File: src/design/asr_pkg.sv
package asr_pkg;
  // apb register byte offsets
  localparam logic [7:0] OFF_CTRL = 8'h00;     // mode, test flag
  localparam logic [7:0] OFF_STATUS = 8'h04;   // scan state, timeouts
  localparam logic [7:0] OFF_TABLE = 8'h08;    // table index / data window
  localparam logic [7:0] OFF_TDATA = 8'h0c;    // table byte at index
  localparam logic [7:0] OFF_RESULT = 8'h10;   // filtered output at index
  localparam logic [7:0] OFF_SPEED = 8'h14;    // speed input/setpoint at index
  localparam logic [7:0] OFF_RELAY = 8'h18;    // relay status/output bytes
  localparam logic [7:0] OFF_DAC = 8'h1c;      // speed magnitude at index
  // field positions
  localparam int CTRL_MODE_LSB = 0;
  localparam int CTRL_TEST_BIT = 4;
  localparam int CTRL_INIT_BIT = 5;
  localparam int ENTRY_LAST_BIT = 7;
  localparam int ENTRY_GAIN_LSB = 5;
  // reset values and counts
  localparam logic [31:0] CTRL_RESET = 32'h0000_0000;
  localparam int TIMEOUT_NS = 40000;
  localparam int CLK_NS = 4;
  localparam int TIMEOUT_CYC = TIMEOUT_NS / CLK_NS;
  localparam int SEL_BITS_ON = 3'b101;         // bit2 high, bit1 low, bit0 control
  typedef enum logic [3:0] {
    ASR_IDLE, ASR_DIR, ASR_FETCH, ASR_RDWAIT, ASR_MUX, ASR_FILT,
    ASR_RDY, ASR_CONV, ASR_PRE_RDY, ASR_PRE_CONV, ASR_RELAY
  } asr_state_t;
endpackage

File: src/design/asr_scan_relay.sv
// Chosen here: the APB interface to the registers and the register offsets.
module asr_scan_relay #(
  parameter int CHANS = 32,
  parameter int DW = 16,
  parameter int TIMEOUT = asr_pkg::TIMEOUT_CYC
) (
  input wire logic clock_i,
  input wire logic rst_i,
  input wire logic tick_i,
  input wire logic psel_i,
  input wire logic penable_i,
  input wire logic pwrite_i,
  input wire logic [7:0] paddr_i,
  input wire logic [31:0] pwdata_i,
  output logic [31:0] prdata_o,
  output logic pready_o,
  output logic pslverr_o,
  input wire logic adc_ready_i,
  input wire logic adc_avail_i,
  input wire logic [DW-1:0] adc_data_i,
  output logic [4:0] mux_chan_o,
  output logic [1:0] mux_gain_o,
  output logic adc_start_o,
  input wire logic [7:0] dir_status_i,
  output logic [7:0] dir_out_o,
  output logic [2:0] sel_out_o,
  output logic sel_oe_o,
  output logic busy_o
);
  localparam int AW = $clog2(2 * CHANS);
  localparam int CW = $clog2(CHANS);
  // parameter table, results, speeds
  logic [7:0] table_reg [2*CHANS];        // two bytes per logical channel
  logic [DW-1:0] result_reg [CHANS];       // filtered outputs, also filter state
  logic signed [DW-1:0] speed_reg [4];     // speed outputs (signed)
  logic signed [DW-1:0] setp_reg [4];      // speed setpoints
  logic signed [DW-1:0] spin_reg [4];      // speed input values
  logic [DW-1:0] dac_reg [4];              // magnitudes to the converter
  logic [7:0] ctrl_reg;
  logic [7:0] idx_reg;
  logic [7:0] dstat_reg;                   // direction status as read
  logic [7:0] dir_reg;                     // last relay byte written
  logic sel_written_reg;
  logic [1:0] tmo_reg;                     // sticky ready/data timeout flags
  asr_pkg::asr_state_t st_reg;
  logic [CW-1:0] ch_reg;                   // logical channel in progress
  logic [DW-1:0] sample_reg;
  logic [31:0] wait_reg;
  logic [2:0] tick_sync_reg;               // pin synchroniser
  logic [2:0] rdy_sync_reg;
  logic [2:0] av_sync_reg;
  logic tick_seen_reg;
  logic av_low_reg;                        // data flag seen low since the last start
  logic init_run_reg;                      // priming run started by the init request

  // synchronised pin levels: second and third stage must agree
  wire tick_s = tick_sync_reg[1] & tick_sync_reg[2];
  wire tick_fall = ~tick_sync_reg[1] & ~tick_sync_reg[2];
  wire rdy_s = rdy_sync_reg[1] & rdy_sync_reg[2];
  wire av_s = av_sync_reg[1] & av_sync_reg[2];
  // the flag of the previous conversion still stands in the synchroniser for a few
  // cycles after a start, so a result only counts once the flag has been seen low
  wire av_new = av_s & av_low_reg;
  wire [2:0] mode = ctrl_reg[2:0];
  wire test_on = ctrl_reg[asr_pkg::CTRL_TEST_BIT];
  wire in_charge = (mode >= 3'd1) && (mode <= 3'd4);

  // apb decode; the slave always answers in the access cycle
  wire wr_en = psel_i & penable_i & pwrite_i;
  wire [AW-1:0] tidx = idx_reg[AW-1:0];
  wire [CW-1:0] ridx = idx_reg[CW-1:0];
  wire [1:0] midx = idx_reg[1:0];
  wire mapped = (paddr_i[1:0] == 2'b00) && (paddr_i <= asr_pkg::OFF_DAC);
  wire scanning = (st_reg != asr_pkg::ASR_IDLE);

  // entry fields of the current channel
  wire [AW-1:0] ent_a = {ch_reg, 1'b0};
  wire [7:0] ent0 = table_reg[ent_a];
  wire [7:0] ent1 = table_reg[ent_a + AW'(1)];
  wire ent_last = ent0[asr_pkg::ENTRY_LAST_BIT];
  wire [7:0] nxt0 = table_reg[ent_a + AW'(2)];
  wire nxt_last = nxt0[asr_pkg::ENTRY_LAST_BIT] || (ch_reg == CW'(CHANS - 1));

  // first-order smoother: y + (x - y) >> n equals a*x + b*y
  function automatic logic [DW-1:0] smooth(input logic [DW-1:0] x, input logic [DW-1:0] y,
                                           input logic [7:0] code);
    logic signed [DW:0] d;
    d = $signed({1'b0, x}) - $signed({1'b0, y});
    if (code == 8'h00)
      smooth = x;
    else
      smooth = DW'($signed({1'b0, y}) + (d >>> code[2:0]));
  endfunction

  // absolute value of a speed output
  function automatic logic [DW-1:0] magn(input logic signed [DW-1:0] v);
    magn = v[DW-1] ? DW'(-v) : DW'(v);
  endfunction

  // command code from setpoint sign
  function automatic logic [1:0] dir_code(input logic signed [DW-1:0] v);
    dir_code = (v == '0) ? 2'b00 : (v[DW-1] ? 2'b01 : 2'b10);
  endfunction

  // relay byte: commanded bits or-ed with status, zero setpoint clears
  logic [7:0] cmd_byte;
  logic [7:0] relay_byte;
  always_comb
  begin
    cmd_byte = 8'h00;
    relay_byte = 8'h00;
    for (int m = 0; m < 4; m++)
      cmd_byte[2*m +: 2] = dir_code(setp_reg[m]);
    relay_byte = cmd_byte | dstat_reg;
    for (int m = 0; m < 4; m++)
      if (setp_reg[m] == '0)
        relay_byte[2*m +: 2] = 2'b00;
  end

  // read mux
  always_comb
  begin
    prdata_o = 32'h0000_0000;
    unique case (paddr_i)
      asr_pkg::OFF_CTRL: prdata_o = {24'h000000, ctrl_reg};
      asr_pkg::OFF_STATUS: prdata_o = {24'h000000, 1'b0, sel_written_reg, tmo_reg, st_reg};
      asr_pkg::OFF_TABLE: prdata_o = {24'h000000, idx_reg};
      asr_pkg::OFF_TDATA: prdata_o = {24'h000000, table_reg[tidx]};
      asr_pkg::OFF_RESULT: prdata_o = 32'(result_reg[ridx]);
      asr_pkg::OFF_SPEED: prdata_o = {16'(spin_reg[midx]), 16'(setp_reg[midx])};
      asr_pkg::OFF_RELAY: prdata_o = {16'h0000, dir_reg, dstat_reg};
      asr_pkg::OFF_DAC: prdata_o = 32'(dac_reg[midx]);
      default: prdata_o = 32'h0000_0000;
    endcase
  end
  assign pready_o = 1'b1;
  assign pslverr_o = psel_i & penable_i & ~mapped;

  // pin synchronisers
  always_ff @(posedge clock_i or posedge rst_i)
  begin
    if (rst_i)
    begin
      tick_sync_reg <= 3'b000;
      rdy_sync_reg <= 3'b000;
      av_sync_reg <= 3'b000;
    end
    else
    begin
      tick_sync_reg <= {tick_sync_reg[1:0], tick_i};
      rdy_sync_reg <= {rdy_sync_reg[1:0], adc_ready_i};
      av_sync_reg <= {av_sync_reg[1:0], adc_avail_i};
    end
  end

  // software registers; results are read-only to the bus
  always_ff @(posedge clock_i or posedge rst_i)
  begin
    if (rst_i)
    begin
      ctrl_reg <= asr_pkg::CTRL_RESET[7:0];
      idx_reg <= 8'h00;
      for (int i = 0; i < 2 * CHANS; i++)
        table_reg[i] <= 8'h80;                   // empty table ends at once
      for (int m = 0; m < 4; m++)
        setp_reg[m] <= '0;
    end
    else if (wr_en)
    begin
      unique case (paddr_i)
        asr_pkg::OFF_CTRL: ctrl_reg <= pwdata_i[7:0];
        asr_pkg::OFF_TABLE: idx_reg <= pwdata_i[7:0];
        asr_pkg::OFF_TDATA: table_reg[tidx] <= pwdata_i[7:0];
        asr_pkg::OFF_SPEED: setp_reg[midx] <= pwdata_i[DW-1:0];
        default: ;                               // other offsets are read only
      endcase
    end
    else if (ctrl_reg[asr_pkg::CTRL_INIT_BIT] && !scanning)
      ctrl_reg[asr_pkg::CTRL_INIT_BIT] <= 1'b0;  // init request consumed by the sequencer
  end

  // scan and relay sequencer
  always_ff @(posedge clock_i or posedge rst_i)
  begin
    if (rst_i)
    begin
      st_reg <= asr_pkg::ASR_IDLE;
      ch_reg <= '0;
      sample_reg <= '0;
      wait_reg <= 32'h0000_0000;
      tmo_reg <= 2'b00;
      tick_seen_reg <= 1'b0;
      av_low_reg <= 1'b0;
      init_run_reg <= 1'b0;
      mux_chan_o <= 5'h00;
      mux_gain_o <= 2'b00;
      adc_start_o <= 1'b0;
      dstat_reg <= 8'h00;
      dir_reg <= 8'h00;
      sel_written_reg <= 1'b0;
      for (int i = 0; i < CHANS; i++)
        result_reg[i] <= '0;
      for (int m = 0; m < 4; m++)
      begin
        speed_reg[m] <= '0;
        spin_reg[m] <= '0;
        dac_reg[m] <= '0;
      end
    end
    else
    begin
      adc_start_o <= 1'b0;
      if (tick_fall)
        tick_seen_reg <= 1'b0;
      unique case (st_reg)
        asr_pkg::ASR_IDLE:
        begin
          // every run starts its wait count from zero, so the priming step selects the channel
          wait_reg <= 32'h0000_0000;
          if (ctrl_reg[asr_pkg::CTRL_INIT_BIT])
          begin
            ch_reg <= '0;
            init_run_reg <= 1'b1;                // relays stay untouched on this run
            st_reg <= asr_pkg::ASR_PRE_RDY;      // init primes first channel
          end
          else if (tick_s && !tick_seen_reg)
          begin
            tick_seen_reg <= 1'b1;
            ch_reg <= '0;
            st_reg <= test_on ? asr_pkg::ASR_IDLE : asr_pkg::ASR_FETCH;
          end
        end
        asr_pkg::ASR_FETCH:
        begin
          // a timed-out channel also lands here, with its count still high
          wait_reg <= 32'h0000_0000;
          if (ent_last)
            st_reg <= asr_pkg::ASR_PRE_RDY;      // end of table
          else
            st_reg <= asr_pkg::ASR_RDWAIT;
        end
        asr_pkg::ASR_RDWAIT:
        begin
          // first result was converted during the previous pass
          sample_reg <= adc_data_i;
          st_reg <= asr_pkg::ASR_MUX;
        end
        asr_pkg::ASR_MUX:
        begin
          // the next channel is selected now so that its settling runs during filtering
          if (!nxt_last)
          begin
            mux_chan_o <= nxt0[4:0];
            mux_gain_o <= nxt0[6:5];
          end
          st_reg <= asr_pkg::ASR_FILT;
        end
        asr_pkg::ASR_FILT:
        begin
          // settling of the mux overlaps this step
          result_reg[ch_reg] <= smooth(sample_reg, result_reg[ch_reg], ent1);
          wait_reg <= 32'h0000_0000;
          if (nxt_last)
            st_reg <= asr_pkg::ASR_PRE_RDY;
          else
          begin
            ch_reg <= ch_reg + CW'(1);
            st_reg <= asr_pkg::ASR_RDY;
          end
        end
        asr_pkg::ASR_RDY, asr_pkg::ASR_PRE_RDY:
        begin
          if (st_reg == asr_pkg::ASR_PRE_RDY && wait_reg == 32'h0000_0000)
          begin
            mux_chan_o <= table_reg[0][4:0];      // first table channel
            mux_gain_o <= table_reg[0][6:5];
          end
          wait_reg <= wait_reg + 32'h0000_0001;
          // a start only follows a ready seen through the synchroniser
          if (rdy_s)
          begin
            adc_start_o <= 1'b1;
            av_low_reg <= 1'b0;
            wait_reg <= 32'h0000_0000;
            st_reg <= (st_reg == asr_pkg::ASR_RDY) ? asr_pkg::ASR_CONV : asr_pkg::ASR_PRE_CONV;
          end
          else if (wait_reg >= 32'(TIMEOUT))
          begin
            tmo_reg[0] <= 1'b1;
            init_run_reg <= 1'b0;
            if (st_reg == asr_pkg::ASR_RDY)
              st_reg <= asr_pkg::ASR_FETCH;
            else
              st_reg <= init_run_reg ? asr_pkg::ASR_IDLE : asr_pkg::ASR_DIR;
          end
        end
        asr_pkg::ASR_CONV, asr_pkg::ASR_PRE_CONV:
        begin
          wait_reg <= wait_reg + 32'h0000_0001;
          if (!av_s)
            av_low_reg <= 1'b1;                   // old result has left the synchroniser
          if (av_new || wait_reg >= 32'(TIMEOUT))
          begin
            // a timed-out conversion still hands on whatever the data lines show
            if (!av_new)
              tmo_reg[1] <= 1'b1;
            if (st_reg == asr_pkg::ASR_CONV)
            begin
              sample_reg <= adc_data_i;
              st_reg <= asr_pkg::ASR_MUX;
            end
            else
            begin
              // only the priming run asked for by init leaves the relays alone
              init_run_reg <= 1'b0;
              st_reg <= init_run_reg ? asr_pkg::ASR_IDLE : asr_pkg::ASR_DIR;
            end
          end
        end
        asr_pkg::ASR_DIR:
        begin
          // read status; stopped motors report zero speed
          dstat_reg <= dir_status_i;
          for (int m = 0; m < 4; m++)
            spin_reg[m] <= (dir_status_i[2*m +: 2] == 2'b00) ? '0 : speed_reg[m];
          st_reg <= asr_pkg::ASR_RELAY;
        end
        asr_pkg::ASR_RELAY:
        begin
          dir_reg <= relay_byte;
          sel_written_reg <= 1'b1;
          for (int m = 0; m < 4; m++)
          begin
            speed_reg[m] <= (setp_reg[m] == '0) ? '0 : setp_reg[m];
            dac_reg[m] <= magn(setp_reg[m]);
          end
          st_reg <= asr_pkg::ASR_IDLE;
        end
        default: st_reg <= asr_pkg::ASR_IDLE;
      endcase
    end
  end

  // relay lines only driven once all selection bits have been written
  assign sel_oe_o = sel_written_reg;
  assign sel_out_o = sel_written_reg ? {2'b10, in_charge} : 3'b000;
  assign dir_out_o = in_charge ? dir_reg : 8'h00;
  assign busy_o = scanning;
endmodule

File: config.mk
export PLATFORM = sky130hd
export DESIGN_NAME = asr_scan_relay
export DESIGN_NICKNAME = d
export VERILOG_FILES = /design/src/design/asr_pkg.sv /design/src/design/asr_scan_relay.sv
export SDC_FILE = /design/constraint.sdc
export NUM_CORES = 2
export LEC_CHECK = 0
export BUFFER_PORTS_ARGS = -buffer_cell sky130_fd_sc_hd__buf_2
export CORE_MARGIN = 1
export CORE_UTILIZATION = 45
export DETAILED_ROUTE_END_ITERATION = 16
export GPL_ROUTABILITY_DRIVEN = 0
export PLACE_DENSITY_LB_ADDON = 0.15
export SLEW_MARGIN = 20
export SYNTH_ARGS = -nofsm -noshare
export SYNTH_HDL_FRONTEND = slang
export SYNTH_SLANG_ARGS = --single-unit
File: constraint.sdc
create_clock -name clock_i -period 107.1 [get_ports clock_i]
set_input_delay 26.775 -clock clock_i [delete_from_list [all_inputs] [get_ports clock_i]]
set_output_delay 26.775 -clock clock_i [all_outputs]
set_load 0.01 [all_outputs]
==> parameters.txt <==
Parameter                              Value

Status
  Result of the run ... finished clean

Global routing
  Initial antenna violation count ... 8
  GRT Total Usage ... 29.6%
  GRT overflow ... 0
  Number of global-route vias before repair ... 51400
  Top Usage Layer GRT ... met2
  Wire length of the first global-routing pass ... 357000 um
  Pin count of the biggest net entering global routing ... 166
  GRT met2 Usage ... 46.1%
  Grt met3 use ... 5.90%
  Grt met1 use ... 40.8%

CTS
  Root buffer cell ... sky130_fd_sc_hd__clkbuf_16
  CTS tree ... built
  Number of sinks driven by the clock tree ... ~1400
  Clk slew on worst S/H paths ... 50 ps
  Number of buffers added by the clock tree synthesis step ... between 150 and 200
  # hold bufs at CTS ... 0
  Clock Tree Buf Depth ... 3
  Post-CTS Resized ... 0
  Count of buffers added by post-CTS timing repair for setup ... 0
  CTS H-Tree Depth ... 4
  Clock latency on the worst-skew pair ... 830 ps

Pwr
  Internal portion of total power ... ~0.0011 W
  Power share of the sequential group ... 33.9%
  Leakage ... 34.7 nW
  Total net switching power ... 0.000645 W
  Clk network pwr share ... 32.8%
  Peak ir drop on the vdd network ... around 25 uV
  Comb power frac ... 33.3%
  Power density cells ... 21.0 nW/um^2
  Overall power ... 0.00170 W
  Switching Fraction ... 37.9%

Logic synthesis
  Warnings from Yosys ... 0
  Netlist Area Pre-Place ... 73300 sq um
  Post-synth EDFFs ... 0
  Proportion of register bits with asynchronous set or reset after synthesis ... 100%
  Mean Syn Cell Area ... approximately 12 sq um
  Synth cell types ... 94
  Sequential area share after synthesis ... 47.6%
  Top FF cell, synth ... sky130_fd_sc_hd__dfrtp_1
  Syn Nets ... 6262
  Post-synthesis instance total ... 6140
  Number of synthesized register bits ... 1392

Worst hold path
  Worst Hold Endpoint ... av_sync_reg[1]$_DFF_PP0_
  Min-Delay Path Class ... flip-flop to flip-flop
  Hold path startpoint ... av_sync_reg[0]$_DFF_PP0_
  Number of cells on the worst hold path ... 0

Route
  Drt initial violations ... around 5700
  Post-DR vias/cell ... 6.27
  Number of search-and-repair iterations in the first detailed-routing pass ... 6
  DRC violation count after routing ... 0
  Remaining number of nets flagged by the antenna check after routing ... 0
  Drt total wl ... 241000 um
  Vias ... around 52000
  Detail-routed net length per standard cell ... 28.9 um

Final layout
  Relative area change from synthesis to final layout ... 10.6%
  Share of layout cells above drive strength 1 ... 29.3%
  Final #Nets ... 6165

Placed design
  HPWL after detailed placement ... between 150000 and 200000 um
  Count of input and output buffers ... 108

Timing
  Worst-case clock skew ... 44.4 ps
  Hold WS ... 358 ps
  Final-report setup violation count ... 0
  Total negative slack for setup checks ... 0 ps
  Relative slew slack ... approximately 18%
  Final worst path period need ... around 56000 ps
  Least-Margin Pin Slew ... 1230 ps
  RSZ-0062 raised after global routing ... false
  Pins Over Slew Limit ... 0
  Final clock period utilization by the worst path ... 52.6%
  Fmax ... 0.0177 GHz
  Final Hold Vio Count ... 0

Setup path
  Reg2Reg Depth ... 23
  Crit-path max FO ... 16
  Startpoint of the worst register-to-register path ... ch_reg[0]$_DFFE_PP0P_
  Worst Setup Path Type ... input port to primary output
  FF-to-FF setup slack ... 98150 ps
  FF-to-FF End ... result_reg[445]$_DFFE_PP0P_
  Data arrival, critical path ... ~30000 ps
  Data required time at the worst endpoint ... 80330 ps
  Type of element launching the critical path ... input port
  Endpoint type of the worst setup path ... primary output

Floorplanning
  Initial standard-cell utilization of the core ... 45.5%
  Ports placed on the boundary ... 127
  Core Box Area ... 161000 sq um
  Area of the die ... between 150000 and 200000 sq um
  Chip height ... 406 um
  Row Count ... 147
  Die width ... 406 um

Run
  Count of maximum capacitance violations ... 0
[power groups by stage]
stage / Sequential (W) / Combinational, W / Clock (W)
2_1_floorplan: 0.000568 / 0.000401 / 0
3_3_place_gp: 0.000584 / 0.000558 / 0
3_5_place_dp: 0.000585 / 0.000561 / 0
4_1_cts: 0.000576 / 0.000563 / 0.000566
5_1_grt: 0.000578 / 0.000616 / 0.000586
6_report: 0.000576 / 0.000566 / 0.000557
[cells in the mapped netlist, types with 11 or more instances]
master	number	share of area, %
sky130_fd_sc_hd__o21ai_1	11	0.075
sky130_fd_sc_hd__buf_1	57	0.29
sky130_fd_sc_hd__o211ai_1	15	0.15
sky130_fd_sc_hd__a22o_1	28	0.33
sky130_fd_sc_hd__inv_1	46	0.24
sky130_fd_sc_hd__nor2b_1	31	0.26
sky130_fd_sc_hd__nand4_1	17	0.15
sky130_fd_sc_hd__o22ai_1	40	0.34
sky130_fd_sc_hd__a21oi_1	159	1.1
sky130_fd_sc_hd__o21ai_0	672	4.6
sky130_fd_sc_hd__dfstp_2	64	2.3
sky130_fd_sc_hd__mux4_2	577	18
sky130_fd_sc_hd__a22oi_1	72	0.74
sky130_fd_sc_hd__or3_1	27	0.23
sky130_fd_sc_hd__ha_1	48	0.82
sky130_fd_sc_hd__nand2_1	1005	5.1
sky130_fd_sc_hd__dfrtp_1	1328	45
sky130_fd_sc_hd__and4_1	17	0.20
sky130_fd_sc_hd__clkbuf_1	338	1.7
sky130_fd_sc_hd__nand3_1	36	0.25
sky130_fd_sc_hd__xor2_1	66	0.79
sky130_fd_sc_hd__nand2b_1	15	0.13
sky130_fd_sc_hd__or2_2	12	0.10
sky130_fd_sc_hd__and3_1	21	0.18
sky130_fd_sc_hd__and2_1	15	0.13
sky130_fd_sc_hd__buf_2	62	0.42
sky130_fd_sc_hd__nor2_1	241	1.2
sky130_fd_sc_hd__o31ai_1	30	0.31
sky130_fd_sc_hd__or4_1	27	0.28
sky130_fd_sc_hd__nor4_1	35	0.30
sky130_fd_sc_hd__nor3_1	38	0.26
sky130_fd_sc_hd__mux2i_1	140	1.9
sky130_fd_sc_hd__a31oi_1	42	0.36
sky130_fd_sc_hd__xnor2_1	23	0.27
sky130_fd_sc_hd__clkbuf_2	28	0.19
sky130_fd_sc_hd__mux2_2	596	9.2
[cell families after synthesis]
| kind of cell | synth area share [%] |
|---|---|
| AND/OR/NAND/NOR | 9.37 |
| flip-flops | 47.6 |
| multiplexers | 29.0 |
| AO/OA/AOI/OAI | 8.97 |
| buffers and inverters | 3.12 |
| XOR/XNOR | 1.06 |
| adder cells (fa/ha/maj) | 0.873 |
| other | 0.0102 |
[metrics by stage]
step | setup slack (ps) | utilization [%] | area, sq um | instances
finish | 50730 | 50.3 | 81100 | 8331
global route | 50660 | 50.3 | 81100 | 8328
CTS | 50920 | 50.3 | 81100 | 8326
detailed placement | 50960 | 47.0 | 75700 | 8043
global placement | 50970 | 47.0 | 75700 | 8043
floorplan | 41180 | - | 73300 | 6140
[final cells by class]
type / instances / area, sq um
inverter: 47 / 184
clock buffer: 231 / 4570
tap: 2160 / 2700
multi-input combinational: 4200 / 36300
fill: 14200 / 80000
timing repair buffer: 245 / 1660
antenna: 4 / 10.0
sequential: 1392 / 34900
clock inverter: 52 / 754
[how the worst max path moves through the flow]
stage                           from                     to  slack [ps]  cells after the start
after detailed placement  paddr_i[2]           prdata_o[15]       50960                      5
after CTS                 paddr_i[7]            prdata_o[3]       50920                      9
final                     paddr_i[2]            prdata_o[5]       50730                      5
after global routing      paddr_i[7]            prdata_o[3]       50660                      9
after floorplan                rst_i  adc_start_o$_DFF_PP0_       41180                      1
after global placement    paddr_i[7]            prdata_o[1]       50970                      9
[per-layer routing]
layer	routed length (um)	vias to the layer above	part of all wire, %
met4	9980	4	4.1
met2	113000	2093	47
li1	-	22500	-
met1	101000	27200	42
met3	17700	477	7.3
met5	27	-	0.011
[cells in the final DEF (no fill, tap or decap), types with 47 or more instances in the layout]
cell,n
sky130_fd_sc_hd__mux2i_1,128
sky130_fd_sc_hd__nand2_1,1003
sky130_fd_sc_hd__mux2_2,596
sky130_fd_sc_hd__dfrtp_1,1320
sky130_fd_sc_hd__xor2_1,65
sky130_fd_sc_hd__buf_4,129
sky130_fd_sc_hd__ha_1,47
sky130_fd_sc_hd__clkbuf_16,158
sky130_fd_sc_hd__dfstp_2,64
sky130_fd_sc_hd__nor2_1,236
sky130_fd_sc_hd__mux4_2,577
sky130_fd_sc_hd__a22oi_1,72
sky130_fd_sc_hd__buf_2,108
sky130_fd_sc_hd__o21ai_0,672
sky130_fd_sc_hd__a21oi_1,156
[worst max-delay path, stage by stage]
cell	delay (ps)
sky130_fd_sc_hd__buf_2	150
sky130_fd_sc_hd__nor4_1	860
sky130_fd_sc_hd__nand3_1	830
sky130_fd_sc_hd__o211ai_1	730
sky130_fd_sc_hd__buf_2	240
Power figures use the tool's default switching activity.
